`src/hdl/dsw_pkg.sv`:
```
// Package with constants for the drive status word and reference scaling block.
// What this block does
// - Bit 00 set when controls ready, cleared on trip
// - Bit 01 set when ready despite coast command
// - Bit 02 low while coasting, high when enabled
// - Bit 03 set while tripped until reset
// - Bit 04 set on error without trip
// - Bit 05 unused, always zero
// - Bit 06 set when tripped and locked
// - Bit 07 set while any warning present
// - Bit 08 set when speed equals reference
// - Bit 09 set when bus may control drive
// - Bit 10 set while frequency within limits
// - Bit 11 set on start or nonzero frequency
// - Bit 12 set on overtemperature auto-restart halt
// - Bit 13 set when DC voltage out of range
// - Bit 14 set when current exceeds limit
// - Bit 15 set when thermal timer exceeds full
// - Whole word zero when link lost
// - Reference 16384 equals full scale, max 32767
// - Negative reference in two's complement
// - Actual output value uses same scaling
package dsw_pkg;
	localparam int           DSW_WORD_W      = 16;
	localparam int           DSW_FRAC_W      = 14;
	localparam logic [15:0]  DSW_FULL_SCALE  = 16'h4000;
	localparam logic [15:0]  DSW_POS_MAX     = 16'h7fff;
	localparam logic [15:0]  DSW_NEG_MIN     = 16'h8000;
	localparam logic [15:0]  DSW_WORD_RST    = 16'h0000;
	localparam int           DSW_B_CTRL_RDY  = 0;
	localparam int           DSW_B_DRV_RDY   = 1;
	localparam int           DSW_B_ENABLE    = 2;
	localparam int           DSW_B_TRIP      = 3;
	localparam int           DSW_B_ERROR     = 4;
	localparam int           DSW_B_UNUSED    = 5;
	localparam int           DSW_B_TRIP_LOCK = 6;
	localparam int           DSW_B_WARNING   = 7;
	localparam int           DSW_B_AT_REF    = 8;
	localparam int           DSW_B_BUS_CTRL  = 9;
	localparam int           DSW_B_FREQ_OK   = 10;
	localparam int           DSW_B_RUNNING   = 11;
	localparam int           DSW_B_OT_AUTO   = 12;
	localparam int           DSW_B_VOLT_EXC  = 13;
	localparam int           DSW_B_TORQ_EXC  = 14;
	localparam int           DSW_B_TIMER_EXC = 15;
endpackage : dsw_pkg

```
`src/hdl/dsw_status.sv`:
```
// Drive status word builder and relative speed scaling.
`timescale 1ns/1ps
module dsw_status
	import dsw_pkg::*;
#(
	parameter int FREQ_W = 16
)
(
	input  wire logic                    ref_clk,
	input  wire logic                    rst_n,
	input  wire logic                    ctrl_ready,
	input  wire logic                    drive_ready,
	input  wire logic                    coast_active,
	input  wire logic                    tripped,
	input  wire logic                    error_no_trip,
	input  wire logic                    trip_locked,
	input  wire logic                    warning_any,
	input  wire logic                    stop_reset_local,
	input  wire logic                    local_ref_sel,
	input  wire logic                    start_present,
	input  wire logic                    overtemp_halt,
	input  wire logic                    dc_volt_low,
	input  wire logic                    dc_volt_high,
	input  wire logic                    current_over_limit,
	input  wire logic                    thermal_timer_over,
	input  wire logic                    link_ok,
	input  wire logic [FREQ_W-1:0]       out_freq,
	input  wire logic [FREQ_W-1:0]       freq_low_limit,
	input  wire logic [FREQ_W-1:0]       freq_high_limit,
	input  wire logic [FREQ_W-1:0]       freq_full_scale,
	input  wire logic                    out_reverse,
	input  wire logic [DSW_WORD_W-1:0]   bus_speed_ref,
	output logic      [DSW_WORD_W-1:0]   drive_condition_word,
	output logic      [DSW_WORD_W-1:0]   actual_output_value,
	output logic      [DSW_WORD_W-1:0]   ref_target_freq,
	output logic                         ref_reverse
);
	logic [DSW_WORD_W-1:0]   word_d;
	logic [DSW_WORD_W-1:0]   ref_mag;
	logic [FREQ_W-1:0]       ref_freq;
	logic [FREQ_W-1:0]       tgt_freq_d;
	logic [DSW_WORD_W-1:0]   mav_mag;
	logic [DSW_WORD_W-1:0]   mav_d;
	logic [FREQ_W+15:0]      prod_ref;
	logic [FREQ_W+15:0]      prod_mav;
	logic [FREQ_W+15:0]      quot_mav;
	logic                    running;
	logic                    bus_ctrl;

	assign running  = start_present || (out_freq != '0);
	assign bus_ctrl = !(stop_reset_local || local_ref_sel);

	always_comb
	begin
		word_d                  = DSW_WORD_RST;
		word_d[DSW_B_CTRL_RDY]  = ctrl_ready && !tripped;
		word_d[DSW_B_DRV_RDY]   = drive_ready && coast_active;
		word_d[DSW_B_ENABLE]    = drive_ready && !coast_active;
		word_d[DSW_B_TRIP]      = tripped;
		word_d[DSW_B_ERROR]     = error_no_trip && !tripped;
		word_d[DSW_B_UNUSED]    = 1'b0;
		word_d[DSW_B_TRIP_LOCK] = tripped && trip_locked;
		word_d[DSW_B_WARNING]   = warning_any;
		word_d[DSW_B_AT_REF]    = (out_freq == tgt_freq_d);
		word_d[DSW_B_BUS_CTRL]  = bus_ctrl;
		word_d[DSW_B_FREQ_OK]   = (out_freq > freq_low_limit) &&
			(out_freq < freq_high_limit);
		word_d[DSW_B_RUNNING]   = running;
		word_d[DSW_B_OT_AUTO]   = overtemp_halt && !tripped;
		word_d[DSW_B_VOLT_EXC]  = dc_volt_low || dc_volt_high;
		word_d[DSW_B_TORQ_EXC]  = current_over_limit;
		word_d[DSW_B_TIMER_EXC] = thermal_timer_over;
		if (!link_ok)
		begin
			word_d = DSW_WORD_RST;
		end
	end

	// Magnitude of the signed reference; the most negative code saturates.
	always_comb
	begin
		if (bus_speed_ref[DSW_WORD_W-1])
		begin
			ref_mag = (bus_speed_ref == DSW_NEG_MIN) ? DSW_POS_MAX : (~bus_speed_ref + 16'h0001);
		end
		else
		begin
			ref_mag = bus_speed_ref;
		end
	end

	// Reference magnitude times full-scale frequency over 16384.
	assign prod_ref   = {{FREQ_W{1'b0}}, ref_mag} * {16'h0000, freq_full_scale};
	assign ref_freq   = FREQ_W'(prod_ref >> DSW_FRAC_W);
	assign tgt_freq_d = ref_freq;

	// Actual frequency expressed in the same relative scale, clamped.
	assign prod_mav = {16'h0000, out_freq} << DSW_FRAC_W;
	assign quot_mav = (freq_full_scale == '0) ? '0 :
		prod_mav / {16'h0000, freq_full_scale};

	always_comb
	begin
		if (quot_mav > {{FREQ_W{1'b0}}, DSW_POS_MAX})
		begin
			mav_mag = DSW_POS_MAX;
		end
		else
		begin
			mav_mag = quot_mav[DSW_WORD_W-1:0];
		end
		mav_d = out_reverse ? (~mav_mag + 16'h0001) : mav_mag;
	end

	always_ff @(posedge ref_clk or negedge rst_n)
	begin
		if (!rst_n)
		begin
			drive_condition_word <= DSW_WORD_RST;
		end
		else
		begin
			drive_condition_word <= word_d;
		end
	end

	always_ff @(posedge ref_clk or negedge rst_n)
	begin
		if (!rst_n)
		begin
			actual_output_value <= DSW_WORD_RST;
		end
		else
		begin
			actual_output_value <= mav_d;
		end
	end

	always_ff @(posedge ref_clk or negedge rst_n)
	begin
		if (!rst_n)
		begin
			ref_target_freq <= '0;
			ref_reverse     <= 1'b0;
		end
		else
		begin
			ref_target_freq <= DSW_WORD_W'(tgt_freq_d);
			ref_reverse     <= bus_speed_ref[DSW_WORD_W-1];
		end
	end
endmodule : dsw_status

```
`config.mk`:
```
export PLATFORM = sky130hd
export DESIGN_NAME = dsw_status
export DESIGN_NICKNAME = d
export VERILOG_FILES = /design/src/hdl/dsw_pkg.sv /design/src/hdl/dsw_status.sv
export SDC_FILE = /design/constraint.sdc
export NUM_CORES = 2
export LEC_CHECK = 0
export ABC_AREA = 0
export BUFFER_PORTS_ARGS = -buffer_cell sky130_fd_sc_hd__buf_2
export CORE_MARGIN = 2
export CORE_UTILIZATION = 59
export DETAILED_ROUTE_END_ITERATION = 10
export GPL_ROUTABILITY_DRIVEN = 0
export PLACE_DENSITY = 0.76
export REMOVE_ABC_BUFFERS = 1
export SYNTH_ARGS = -nofsm -noshare
export SYNTH_HDL_FRONTEND = slang
export SYNTH_SLANG_ARGS = --single-unit
```
`constraint.sdc`:
```
create_clock -name ref_clk -period 0.8 [get_ports ref_clk]
set_input_delay 0.08 -clock ref_clk [delete_from_list [all_inputs] [get_ports ref_clk]]
set_output_delay 0.08 -clock ref_clk [all_outputs]
set_load 0.02 [all_outputs]
```
==> results of run 1 <==
## cell usage after synthesis (44+ instances only)
library cell    n
dfrtp_1        48
and2_1         65
nand2_1       497
o21ai_0       213
nand2b_1       88
nor3_1        176
inv_1         377
mux2_2         95
xor2_1        113
nor2_1        447
nand4_1        63
or2_2          62
fa_1          193
nand3_1       115
a21oi_1       376
xnor2_1       164
a31oi_1        46
ha_1          501
o21a_1        173
clkbuf_1      114
nor2b_1        44
a21o_1        173
o31ai_1        65
o211ai_1       48
## metrics by stage
step / setup slack, ps / hold WS, ps
detailed placement: -78410 / 111
global placement: -73170 / 105
floorplan: -85780 / -216
## kinds of logic after synthesis
group / after synthesis
AOI/OAI and AO/OA: 1484
xor gates and xnor gates: 279
adders and majority gates: 695
buffers and inverters: 551
DFF: 48
muxes: 145
other: 1
and+or+nand+nor: 1783
==> out/summary.txt, run 1 <==
Placed Cells - 7590
Post-Syn Area - 36500 um2
Compound-Gate Fraction of Synth Area - 0.278
Clock root cell - clkbuf_16
Status - did not finish
CTS Hold Bufs - 13
Post-Synth XOR/XNOR Area - 0.0676
Top cells by area, synth - ha_1, fa_1, a21oi_1, nand2_1, nor2_1
Post-DP Area - 51400 um2
CTS sink count - 48
Max H-tree Level - 2
Err - [ERROR DPL-0033] detailed placement checks failed during check placement.
Num CTS Buffers - 5
Dpl hpwl - 130 mm
Synth top area share - 0.172
Largest family of logic cells by synthesized area - adder cells
Port bufs - 146
Mux contribution to synthesized area - 0.0443
Seq cells post-synth - 48
Die span in x - 253 um
Post-synth EDFFs - 0
Ys async rst share - 1.00
# IOs - 148
Initial Util - 0.594
Synthesized instance count - 4986
Synth cell types - 129
# Post-CTS Setup Buffers - 393
Register area share after synthesis - 0.0329
Cell row count - 91
Synth Area in Adders - 0.278
Ys flop type - dfrtp_1
Fail Step - clock tree synthesis
Synth warn - 0
Die height - 253 um
Max Root-Sink Buffers - 2
Cell taking the most area after synthesis - ha_1
Synth Area per Inst - 7.33 um2
Post-CTS resize count - 544
Simple-Gate Fraction of Synth Area - 0.240
==> run 2, diff against run 1 <==
--- a/config.mk
+++ b/config.mk
@@ -8,10 +8,10 @@
 export ABC_AREA = 0
 export BUFFER_PORTS_ARGS = -buffer_cell sky130_fd_sc_hd__buf_2
 export CORE_MARGIN = 2
-export CORE_UTILIZATION = 59
+export CORE_UTILIZATION = 40
 export DETAILED_ROUTE_END_ITERATION = 10
 export GPL_ROUTABILITY_DRIVEN = 0
-export PLACE_DENSITY = 0.76
+export PLACE_DENSITY_LB_ADDON = 0.15
 export REMOVE_ABC_BUFFERS = 1
 export SYNTH_ARGS = -nofsm -noshare
 export SYNTH_HDL_FRONTEND = slang
==> out/summary.txt, run 2 <==
Final worst-path cycle share - 92.6
Commonest non-fill, non-tap cell in the layout - buf_4
Die area - 93800 um2
Most frequent cells in the layout - buf_4, nand2_1, ha_1, nor2_1, inv_1
Post-route cell area - 59100 um2
Synth top area share - 0.172 (unchanged)
MaxCap Viol Count - 0
Global route overflow - 0
Hold Violations, Final - 0
Max Root-Sink Buffers - 2 (unchanged)
Core footprint - 90300 um2
# IOs - 148 (unchanged)
Drt pass-1 iters - 6
Status - finished, violations left
Die span in x - 306 um (+21%)
Cell taking the most area after synthesis - ha_1
Final setup viols - 83
Remaining DRCs - 0
Port bufs - 146 (unchanged)
Ys flop type - dfrtp_1
Slew margin rel. - 0.480
Critical Path Stages - 443
Synthesized instance count - 4986 (unchanged)
Initial Util - 0.405 (-0.190)
Worst EP arrival - 74310 ps
Register area share after synthesis - 0.0329 (unchanged)
Final ANT Viol Nets - 0
Vias - 47494
Pin count of the biggest net entering global routing - 49
Total track usage - 0.325
Fin util - 0.655
Setup ws final - -73260 ps
Top Registers - actual_output_value x16, ref_target_freq x16, drive_condition_word x15
Synth cell types - 129 (unchanged)
Global-route wire length before repair - 248 mm
Seq cells post-synth - 48 (unchanged)
Top cells by area, synth - ha_1, fa_1, a21oi_1, nand2_1, nor2_1
Max incr delay on CP - 540 ps
Max H-tree Level - 2 (unchanged)
Count leader, synth - ha_1
Layout cells sized above 1 - 0.433
Initial antenna violation count - 4
DR iter-0 viols - 3701
Synth Area per Inst - 7.33 um2 (unchanged)
Placed Cells - 8033 (+5.8%)
Nets - 8111
Post-synth EDFFs - 0 (unchanged)
Hold path start - dc_volt_high
Startpoint Class - input port
Commonest cells in the netlist - ha_1, nand2_1, nor2_1, inv_1, a21oi_1
Post-Syn Area - 36500 um2 (unchanged)
Worst hold-check path type - in2reg
Buffers & Inverters on Critical Path - 95
Area growth syn-to-layout - 61.8%
Cell mode on critical path - o21a_1
Drt wl/cell - 18.7 um
CP Class - in2reg
Critical path fanouts, max - 8
Hold Path Depth - 2
Die height - 306 um (+21%)
RSZ-0062 raised after global routing - yes
CTS sink count - 48 (unchanged)
Tmin final - 74060 ps
CTS tree - yes
Total Wirelength - 159 mm
Failing checks - negative setup slack
Fmax - 0.0135 GHz
Clock root cell - clkbuf_16
WP data required - 1050 ps
Via density - 5.59
Synth warn - 0 (unchanged)
Crit path max-delay cell type - or4_4
Vias in the first global route - 47121
Num CTS Buffers - 5 (unchanged)
Worst hold endpoint - drive_condition_word[13]
Cell row count - 110 (+21%)
Crit end category - register
Cell family contributing the most delay on the critical path - compound AO/OA/AOI/OAI gates
Ys async rst share - 1.00 (unchanged)
Clk slew on worst S/H paths - 80 ps
Worst-margin pin slew - 780 ps
Dpl hpwl - 120 mm (-8.3%)
Post-DP Area - 52300 um2 (+1.7%)
Layout Cells excl Fill - 8497
Max-slew violations - 0
## run 2: cell counts after synthesis
Identical to the previous run, type by type.
## run 2: final cells by class
type	instances	area [um2]
tap	1176	1470
inverter	380	1430
clock inverter	1	8.76
timing repair buffer	2492	18800
antenna	3	7.51
multi-input combinational	4391	36000
fill	7532	31200
sequential	48	1210
clock buffer	6	139
## run 2: cells by family (layout without fill, tap and decap cells)
family,after synthesis,in the layout,share of synthesized area
adders and majority gates,695,695,0.278
xor gates and xnor gates,279,279,0.0676
and+or+nand+nor,1783,1783,0.240
muxes,145,145,0.0443
other,1,6,0.000103
AOI/OAI and AO/OA,1484,1486,0.278
DFF,48,48,0.0329
buffers and inverters,551,2879,0.0599
## run 2: routing by layer
layer,GRT usage,wire [um]
met5,0,40
met4,0.103,6210
met3,0.0400,11100
met2,0.541,72500
met1,0.437,69400
## run 2: repair_timing
action / CTS / global route
pin swaps: 190 / 182
resized for setup: 476 / 229
endpoints found under the setup margin: 83 / 83
setup buffers: 345 / 99
hold buffers: 10 / 0
gates cloned: 4 / 0
hold endpoints to repair: 57 / 0
## run 2: worst max path at each step
stage | start | to | slack [ps]
floorplan | freq_full_scale[2] | actual_output_value[14] | -85780
global placement | freq_full_scale[7] | actual_output_value[14] | -75170
detailed placement | freq_full_scale[0] | actual_output_value[14] | -76950
CTS | freq_full_scale[7] | actual_output_value[12] | -71150
global route | out_freq[15] | actual_output_value[14] | -76880
finish | out_freq[15] | actual_output_value[14] | -73260
## run 2: through the flow
step | setup TNS, ps | hold slack (ps) | setup WS [ps]
after floorplan | -1502960 | -216 | -85780
after CTS | -1261280 | 5.08 | -71150
final | -1293800 | 6.52 | -73260
after global placement | -1325210 | 116 | -75170
after global routing | -1358780 | 16.8 | -76880
after detailed placement | -1352620 | 118 | -76950
Power of run 2 is left out: the tool's default activity adds up to more than one toggle a clock period on the data nets, which glitch-free logic cannot reach.
